[config.mk]
export PLATFORM = sky130hd
export DESIGN_NAME = rcs_completion_stream_out
export DESIGN_NICKNAME = d
export VERILOG_FILES = /design/src/design/rcs_completion_stream_out.v /design/src/design/rcs_fifo.v /design/src/design/rcs_parity.v
export VERILOG_INCLUDE_DIRS = /design/src /design/src/include
export SDC_FILE = /design/constraint.sdc
export NUM_CORES = 2
export LEC_CHECK = 0
export CORE_MARGIN = 1
export CORE_UTILIZATION = 30
export CTS_BUF_LIST = sky130_fd_sc_hd__clkbuf_16
export CTS_CLUSTER_SIZE = 30
export DETAILED_ROUTE_END_ITERATION = 10
export DONT_BUFFER_PORTS = 1
export PLACE_DENSITY_LB_ADDON = 0.15
export SLEW_MARGIN = 40
export SYNTH_ARGS = -nofsm -noshare
export SYNTH_HDL_FRONTEND = slang
export SYNTH_HIERARCHICAL = 1
export SYNTH_SLANG_ARGS = --single-unit
[constraint.sdc]
create_clock -name clk_sys_i -period 40.8 [get_ports clk_sys_i]
set_input_delay 6.12 -clock clk_sys_i [delete_from_list [all_inputs] [get_ports clk_sys_i]]
set_output_delay 6.12 -clock clk_sys_i [all_outputs]
set_load 0.01 [all_outputs]
[src/include/rcs_regs.vh]
// Field positions, FIFO entry layout and sizes for the completion stream output
`ifndef RCS_REGS_VH
`define RCS_REGS_VH

// Sideband bundle layout
`define RCS_SB_W          75
`define RCS_SB_BE_LO      0
`define RCS_SB_BE_W       32
`define RCS_SB_SOF0       32
`define RCS_SB_SOF1       33
`define RCS_SB_EOF0_LO    34
`define RCS_SB_EOF1_LO    38
`define RCS_SB_ABORT      42
`define RCS_SB_PAR_LO     43

// Stream widths
`define RCS_DATA_W        256
`define RCS_KEEP_W        8
`define RCS_HALF_W        128
`define RCS_HALF_DW       4

// Descriptor length in dwords
`define RCS_DESC_DW       3

// FIFO entry layout
`define RCS_E_DATA_LO     0
`define RCS_E_BE_LO       256
`define RCS_E_CNT_LO      288
`define RCS_E_FIRST       292
`define RCS_E_LAST        293
`define RCS_E_ABORT       294
`define RCS_E_ZLEN        295
`define RCS_E_W           296

// Buffer size
`define RCS_FIFO_DEPTH    8
`define RCS_FIFO_AW       3

`endif

[src/design/rcs_completion_stream_out.v]
// Completion packet output stream: buffering, beat framing, keep, sideband
// Notes on behaviour
// - Sideband describes the current packet; only meaningful while valid is high.
// - Last-beat flag set in each packet's final beat, including single-beat packets.
// - Last-beat flag held low when 256-bit straddling is enabled.
// - Dword keep contiguous from first descriptor dword; only a short final beat is partial.
// - Keep bits 7:4 low on 128-bit bus, 7:2 low on 64-bit bus.
// - Straddle mode keeps all keep bits high; user reads start/end markers instead.
// - Valid high when data is presented and held for the whole packet if it fits in the buffer.
// - A beat transfers only when valid and ready are both high.
// - When ready drops under valid, data, sideband and valid stay unchanged.
// - Byte-valid bits mark payload bytes only, never descriptor bytes, contiguous within each packet.
// - Byte-valid bits 31:16 low on 128-bit bus, 31:8 low on 64-bit.
// - Zero-length read completions still get a byte-valid bit set.
// - Without straddling, first start flag marks first beat; second start flag stays low.
// - Straddle: first start flag marks a packet starting at lane 0.
// - Second start flag: packet at lane 16, only after first packet ended in 0-15.
// - Straddle only: first-end field gives end flag and last-dword offset.
// - Second-end field: end flag, offset 6 or 7, implies first end and second start.
// - Abort flag only in last payload beat on buffer read error; user discards packet.
// - Sideband 74:43 carries odd parity per byte, upper bits low when narrow.
// - Data bits above the configured bus width are held low.
`timescale 1ns/1ps
`default_nettype none
`include "rcs_regs.vh"

module rcs_completion_stream_out #(
  parameter integer DW       = 256,
  parameter integer STRADDLE = 0,
  parameter integer DEPTH    = `RCS_FIFO_DEPTH,
  parameter integer AW       = `RCS_FIFO_AW
) (
  // Clock and reset
  input  wire                  clk_sys_i,
  input  wire                  reset_i,
  // Packet beats from the completion buffer
  input  wire                  src_valid_i,
  output wire                  src_ready_o,
  input  wire [255:0]          src_data_i,
  input  wire [3:0]            src_dword_count_i,
  input  wire [31:0]           src_byte_en_i,
  input  wire                  src_first_i,
  input  wire                  src_last_i,
  input  wire                  src_abort_i,
  input  wire                  src_zero_len_i,
  // Completion output stream
  output reg  [255:0]          completion_out_data_o,
  output reg  [`RCS_SB_W-1:0]  completion_out_sideband_o,
  output reg                   completion_out_last_beat_o,
  output reg  [7:0]            completion_out_dword_keep_o,
  output reg                   completion_out_valid_o,
  input  wire                  completion_out_ready_i
);

  // Straddling exists only on the widest bus; both are fixed at build time
  localparam [0:0] STR = (STRADDLE != 0) && (DW == 256);

  localparam [1:0] ST_IDLE = 2'b01;
  localparam [1:0] ST_SEND = 2'b10;

  // Width masks
  function [31:0] fit_bytes;
    input [31:0] v;
    begin
      if (DW == 64) begin
        fit_bytes = v & 32'h0000_00ff;
      end else if (DW == 128) begin
        fit_bytes = v & 32'h0000_ffff;
      end else begin
        fit_bytes = v;
      end
    end
  endfunction

  // Strip descriptor bytes and mark zero-length reads
  function [31:0] be_fix;
    input [31:0] be;
    input        first;
    input        second;
    input        zl;
    reg   [31:0] m;
    begin
      m = be;
      if (first) begin
        m = m & 32'hffff_f000;
        if (zl && DW != 64) begin
          m = m | 32'h0000_1000;
        end
      end
      if (second && DW == 64) begin
        m = m & 32'hffff_fff0;
        if (zl) begin
          m = m | 32'h0000_0010;
        end
      end
      be_fix = fit_bytes(m);
    end
  endfunction

  function [7:0] keep_of;
    input [3:0] cnt;
    reg   [7:0] k;
    begin
      k = (8'h01 << cnt) - 8'h01;
      if (DW == 64) begin
        keep_of = k & 8'h03;
      end else if (DW == 128) begin
        keep_of = k & 8'h0f;
      end else begin
        keep_of = k;
      end
    end
  endfunction

  function [255:0] fit_data;
    input [255:0] d;
    begin
      if (DW == 64) begin
        fit_data = {192'h0, d[63:0]};
      end else if (DW == 128) begin
        fit_data = {128'h0, d[127:0]};
      end else begin
        fit_data = d;
      end
    end
  endfunction

  // Buffer
  wire [`RCS_E_W-1:0] push_word = {src_zero_len_i, src_abort_i, src_last_i, src_first_i,
                                   src_dword_count_i, src_byte_en_i, src_data_i};
  wire [`RCS_E_W-1:0] head;
  wire [`RCS_E_W-1:0] nxt;
  wire                head_valid;
  wire                nxt_valid;
  wire                take;
  wire                merge;

  rcs_fifo #(
    .W     (`RCS_E_W),
    .DEPTH (DEPTH),
    .AW    (AW)
  ) u_fifo (
    .clk_sys_i    (clk_sys_i),
    .reset_i      (reset_i),
    .in_valid_i   (src_valid_i),
    .in_ready_o   (src_ready_o),
    .in_data_i    (push_word),
    .out_valid_o  (head_valid),
    .out_ready_i  (take),
    .out_data_o   (head),
    .out2_valid_o (nxt_valid),
    .out2_data_o  (nxt),
    .out2_take_i  (merge)
  );

  wire [255:0] h_data  = head[`RCS_E_DATA_LO +: 256];
  wire [31:0]  h_be    = head[`RCS_E_BE_LO +: 32];
  wire [3:0]   h_cnt   = head[`RCS_E_CNT_LO +: 4];
  wire         h_first = head[`RCS_E_FIRST];
  wire         h_last  = head[`RCS_E_LAST];
  wire         h_abort = head[`RCS_E_ABORT];
  wire         h_zl    = head[`RCS_E_ZLEN];
  wire [255:0] n_data  = nxt[`RCS_E_DATA_LO +: 256];
  wire [31:0]  n_be    = nxt[`RCS_E_BE_LO +: 32];
  wire [3:0]   n_cnt   = nxt[`RCS_E_CNT_LO +: 4];
  wire         n_first = nxt[`RCS_E_FIRST];
  wire         n_last  = nxt[`RCS_E_LAST];
  wire         n_abort = nxt[`RCS_E_ABORT];
  wire         n_zl    = nxt[`RCS_E_ZLEN];

  reg [1:0] state_reg;
  reg [1:0] state_next;
  reg [7:0] pkt_cnt_reg;
  reg       second_reg;

  // The output register may take a new beat when empty or being accepted
  wire load = ~completion_out_valid_o | completion_out_ready_i;

  // A packet is only opened once it is wholly buffered (or the buffer is full),
  // so valid does not gap mid-packet; packets longer than the buffer rely on
  // the source keeping pace.
  wire may_start = (pkt_cnt_reg != 8'h00) | ~src_ready_o;
  assign take = load & head_valid & ((state_reg == ST_SEND) | may_start);

  // Straddle only a whole 3-4 dword packet into the upper half, after a
  // first packet that ends in the lower half without an abort
  assign merge = STR & take & h_last & (h_cnt <= `RCS_HALF_DW) & ~h_abort
                 & nxt_valid & n_first & n_last & ~n_abort
                 & ((n_cnt == 4'h3) | (n_cnt == 4'h4));

  // Next beat contents
  wire [31:0]  h_be_fix = be_fix(h_be, h_first, second_reg & ~h_first, h_zl);
  wire [31:0]  n_be_fix = be_fix(n_be, 1'b1, 1'b0, n_zl);
  wire [255:0] beat_data = merge ? {n_data[`RCS_HALF_W-1:0], h_data[`RCS_HALF_W-1:0]}
                                 : fit_data(h_data);
  wire [31:0]  beat_be = merge ? {n_be_fix[15:0], h_be_fix[15:0]} : h_be_fix;
  wire [31:0]  beat_par;
  wire [3:0]   n_end_off = n_cnt + 4'h3;
  wire [3:0]   h_end_off = h_cnt - 4'h1;

  rcs_parity #(
    .DW (DW)
  ) u_parity (
    .data_i   (beat_data),
    .parity_o (beat_par)
  );

  reg [`RCS_SB_W-1:0] sb_next;

  always @* begin
    sb_next = {`RCS_SB_W{1'b0}};
    sb_next[`RCS_SB_BE_LO +: 32] = beat_be;
    sb_next[`RCS_SB_SOF0] = h_first;
    if (STR) begin
      sb_next[`RCS_SB_SOF1] = merge;
      sb_next[`RCS_SB_EOF0_LO +: 4] = h_last ? {h_end_off[2:0], 1'b1} : 4'h0;
      sb_next[`RCS_SB_EOF1_LO +: 4] = merge ? {n_end_off[2:0], 1'b1} : 4'h0;
    end
    sb_next[`RCS_SB_ABORT] = h_abort & h_last;
    sb_next[`RCS_SB_PAR_LO +: 32] = beat_par;
  end

  always @* begin
    case (state_reg)
      ST_IDLE: begin
        state_next = (take & ~h_last) ? ST_SEND : ST_IDLE;
      end
      ST_SEND: begin
        state_next = (take & h_last) ? ST_IDLE : ST_SEND;
      end
      default: begin
        state_next = ST_IDLE;
      end
    endcase
  end

  // Whole packets are counted in on their last beat and out when it leaves
  wire pkt_in  = src_valid_i & src_ready_o & src_last_i;
  wire pkt_out = take & h_last;

  // Packets fully buffered; a merged beat retires two at once
  reg [7:0]           pkt_cnt_next;
  reg                 second_next;
  // Output register next values; everything holds while the consumer stalls
  reg [255:0]         out_data_next;
  reg [`RCS_SB_W-1:0] out_sb_next;
  reg                 out_last_next;
  reg [7:0]           out_keep_next;
  reg                 out_valid_next;

  always @* begin
    pkt_cnt_next = pkt_cnt_reg + {7'h00, pkt_in} - {7'h00, pkt_out} - {7'h00, merge};
    second_next  = second_reg;
    // Marks that the next head beat is the second beat of its packet
    if (take) begin
      second_next = h_first & ~h_last;
    end
  end

  always @* begin
    out_data_next  = completion_out_data_o;
    out_sb_next    = completion_out_sideband_o;
    out_last_next  = completion_out_last_beat_o;
    out_keep_next  = completion_out_dword_keep_o;
    out_valid_next = completion_out_valid_o;
    if (take) begin
      out_valid_next = 1'b1;
      out_data_next  = beat_data;
      out_sb_next    = sb_next;
      out_last_next  = STR ? 1'b0 : h_last;
      out_keep_next  = STR ? 8'hff : keep_of(h_cnt);
    end else if (load) begin
      out_valid_next = 1'b0;
    end
  end

  always @(posedge clk_sys_i) begin
    if (reset_i) begin
      state_reg                   <= ST_IDLE;
      pkt_cnt_reg                 <= 8'h00;
      second_reg                  <= 1'b0;
      completion_out_data_o       <= 256'h0;
      completion_out_sideband_o   <= {`RCS_SB_W{1'b0}};
      completion_out_last_beat_o  <= 1'b0;
      completion_out_dword_keep_o <= 8'h00;
      completion_out_valid_o      <= 1'b0;
    end else begin
      state_reg                   <= state_next;
      pkt_cnt_reg                 <= pkt_cnt_next;
      second_reg                  <= second_next;
      completion_out_valid_o      <= out_valid_next;
      completion_out_data_o       <= out_data_next;
      completion_out_sideband_o   <= out_sb_next;
      completion_out_last_beat_o  <= out_last_next;
      completion_out_dword_keep_o <= out_keep_next;
    end
  end

endmodule // rcs_completion_stream_out

`default_nettype wire

[src/design/rcs_fifo.v]
// Synchronous FIFO with a peek at the second entry and a two-entry pop
`timescale 1ns/1ps
`default_nettype none

module rcs_fifo #(
  parameter integer W     = 296,
  parameter integer DEPTH = 8,
  parameter integer AW    = 3
) (
  // Clock and reset
  input  wire         clk_sys_i,
  input  wire         reset_i,
  // Fill side
  input  wire         in_valid_i,
  output wire         in_ready_o,
  input  wire [W-1:0] in_data_i,
  // Drain side
  output wire         out_valid_o,
  input  wire         out_ready_i,
  output wire [W-1:0] out_data_o,
  // Second entry peek, taken together with the head
  output wire         out2_valid_o,
  output wire [W-1:0] out2_data_o,
  input  wire         out2_take_i
);

  reg [W-1:0]  mem [0:DEPTH-1];
  reg [AW-1:0] rd_ptr_reg;
  reg [AW-1:0] wr_ptr_reg;
  reg [AW:0]   count_reg;
  reg          ready_reg;

  wire          push     = in_valid_i & ready_reg;
  wire          pop1     = out_ready_i & out_valid_o;
  wire          pop2     = pop1 & out2_take_i & out2_valid_o;
  wire [AW-1:0] rd_ptr_1 = rd_ptr_reg + {{(AW-1){1'b0}}, 1'b1};
  wire [AW:0]   count_next = count_reg + {{AW{1'b0}}, push}
                             - {{AW{1'b0}}, pop1} - {{AW{1'b0}}, pop2};

  assign in_ready_o   = ready_reg;
  assign out_valid_o  = (count_reg != {(AW+1){1'b0}});
  assign out2_valid_o = (count_reg > {{AW{1'b0}}, 1'b1});
  assign out_data_o   = mem[rd_ptr_reg];
  assign out2_data_o  = mem[rd_ptr_1];

  always @(posedge clk_sys_i) begin
    if (push) begin
      mem[wr_ptr_reg] <= in_data_i;
    end
  end

  // Ready is a flop so the fill side sees a clean level straight from a register
  always @(posedge clk_sys_i) begin
    if (reset_i) begin
      rd_ptr_reg <= {AW{1'b0}};
      wr_ptr_reg <= {AW{1'b0}};
      count_reg  <= {(AW+1){1'b0}};
      ready_reg  <= 1'b1;
    end else begin
      if (push) begin
        wr_ptr_reg <= wr_ptr_reg + {{(AW-1){1'b0}}, 1'b1};
      end
      if (pop2) begin
        rd_ptr_reg <= rd_ptr_1 + {{(AW-1){1'b0}}, 1'b1};
      end else if (pop1) begin
        rd_ptr_reg <= rd_ptr_1;
      end
      count_reg <= count_next;
      ready_reg <= (count_next != DEPTH[AW:0]);
    end
  end

endmodule // rcs_fifo

`default_nettype wire

[src/design/rcs_parity.v]
// Odd parity per data byte, lanes above the bus width forced low
`timescale 1ns/1ps
`default_nettype none

module rcs_parity #(
  parameter integer DW = 256
) (
  // Beat data
  input  wire [255:0] data_i,
  // Parity per byte
  output reg  [31:0]  parity_o
);

  integer i;

  always @* begin
    parity_o = 32'h0;
    for (i = 0; i < 32; i = i + 1) begin
      if (i < DW / 8) begin
        parity_o[i] = ~(^data_i[i*8 +: 8]);
      end
    end
  end

endmodule // rcs_parity

`default_nettype wire

==> summary.txt <==
CTS
  • CTS Sinks: between 2k and 3k
  • Post_cts resized: 0
  • H-tree depth: 5
  • CTS Buffer Depth: 4
  • Total CTS buffers: 312
  • Worst-skew pair later-pin latency: 910 ps
  • Root buffer cell: clkbuf_16
  • Post-CTS setup buffers: 0
  • CTS clock-pin slew for the worst setup and hold paths: around 60 ps
  • CTS tree: done
  • CTS hold repair buffers: 0

Floorplan
  • Core box area: about 340000 um2
  • Die area: between 300000 and 400000 um2
  • # rows: approximately 220
  • I/O Pins: ~640
  • Die Width: a little under 600 um
  • Starting Density: between 30% and 40%
  • DIE HEIGHT: around 590 um

Cells and area
  • Fillers: between 30k and 40k
  • Share of layout cells above drive strength 1: between 20% and 30%
  • Commonest non-fill, non-tap cells in the layout: edfxtp_1, nand2_1, mux4_2
  • Nets: around 5.7k
  • Final Core Density: a little over a third
  • Post-route cell area: roughly 120000 um2
  • Most flops, register: u_fifo/mem
  • Max FFs per register: roughly 2.4k
  • Top Registers: u_fifo/mem: 2368 flops, completion_out_data_o: 256 flops, completion_out_sideband_o: 66 flops
  • Fin cells: about 10k
  • Area growth syn-to-layout: 15.2%
  • Most common cell after layout, fill and taps aside: edfxtp_1

Routing
  • Met2 WL post-DR: 127000 um
  • Antenna-violating nets left: 0
  • Avg Vias per Cell: ~4.7
  • Drt pass-1 iters: 5
  • Final WL: between 200000 and 300000 um
  • 1st-iter DRT viols: between 2k and 3k
  • Drt drc: 0
  • Routed vias: between 40k and 50k
  • Drt wl/cell: ~25 um
  • M1 wire length: 106000 um
  • Max Used Layer: met4
  • DR WL met3: between 15000 and 20000 um

Global routing
  • First-pass GRT wire length: approximately 370000 um
  • Largest net degree at the start of global routing: ~360
  • Antenna violations before repair: 4
  • GRT Util Overall: 14.5%
  • Vias in the first global route: around 52k
  • Grt ovf: 0

Critical path
  • Reg2Reg Setup Slack: between 30000 and 40000 ps
  • CP Launch Type: input pin
  • Crit Path Class: in -> reg
  • Max FO, Critical Path: 50
  • Arrival time worst endpoint: 9760 ps
  • Critical path required time: approximately 41000 ps
  • Crit end category: flop

Timing
  • Final Critical Period: 9240 ps
  • Skew final: about 63 ps
  • Ratio of final minimum period to clock period: a little under a quarter
  • RSZ-0062 raised after global routing: false
  • Sum of negative setup slack: 0 ps
  • Fin. max-slew vios: 0
  • Final setup vio count: 0
  • Rel. slew slack: between 40% and 50%
  • Actual slew at the worst max-slew pin: ~840 ps
  • Final hold vios: 0
  • Hold_ws: approximately 500 ps
  • Fmax: 0.108 GHz

Status
  • Outcome: finished, final reports clean

Power and ir drop
  • PD cells: between 70 and 80 nW/um2
  • Max VDD drop: around 60 uV
  • P_leak: ~0.037 uW

Placement
  • PortBufs: 0
  • Post-DP Area: ~110000 um2
  • Post-DP HPWL: approximately 150000 um
  • Placed Instances: roughly 9.7k
  • Routability Congestion: 0.705

Hold path
  • Hold Path Class: reg -> reg

Synthesis
  • Yosys warns: 6
  • Post-Syn Instances: 5282
  • Mean Syn Cell Area: 19.6 um2
  • Post-Syn Area: approximately 100000 um2

Job
  • Maxcap violations: 0
## worst max-delay path: stages
cell and delay (ps):
nand2_1 80, or2_2 410, nor2_4 390, buf_6 580, buf_4 670, buf_4 440
buf_12 290, buf_4 580
## worst paths after layout
kind / endpoint / depth (start not counted) / from
hold reg to reg: completion_out_data_o[208] / 2 / completion_out_data_o[208]
hold / removal: completion_out_data_o[208] / 2 / completion_out_data_o[208]
setup reg to reg: completion_out_sideband_o[59] / 13 / flop
setup / recovery: u_fifo/mem[2][75] / 8 / src_valid_i
## power breakdown
| part | total [uW] | switching (uW) | internal, uW |
|---|---|---|---|
| Combinational | 2640 | 1470 | 1180 |
| Sequential | 3530 | 250 | 3270 |
| Clock | 2690 | 1150 | 1540 |
| Total | 8860 | 2860 | 5990 |
## metrics by stage
stage               power, uW  worst slack [ps]
finish                   8860             31560
global route             9340             31460
CTS                      9030             31550
detailed placement       6300             30560
global placement         6290             30260
floorplan                5530             13060
## layout make-up
type | instances | area (um2) | area share [%]
Clock inverter | 248 | 2000 | 1.68
Tap cell | 4557 | 5700 | 4.78
Antenna cell | 1 | 2.50 | 0.00210
Timing Repair Buffer | 101 | 1320 | 1.10
Sequential cell | 2724 | 78200 | 65.6
Inverter | 25 | 101 | 0.0850
Multi-Input combinational cell | 2249 | 23900 | 20.1
Clock buffer | 318 | 7960 | 6.67
## layer usage
metal,track usage (%),vias up
met5,0,-
met4,3.46,0
met3,4.42,300
met2,24.6,979
met1,18.1,25600
li1,-,21100
Power figures use the tool's default switching activity.
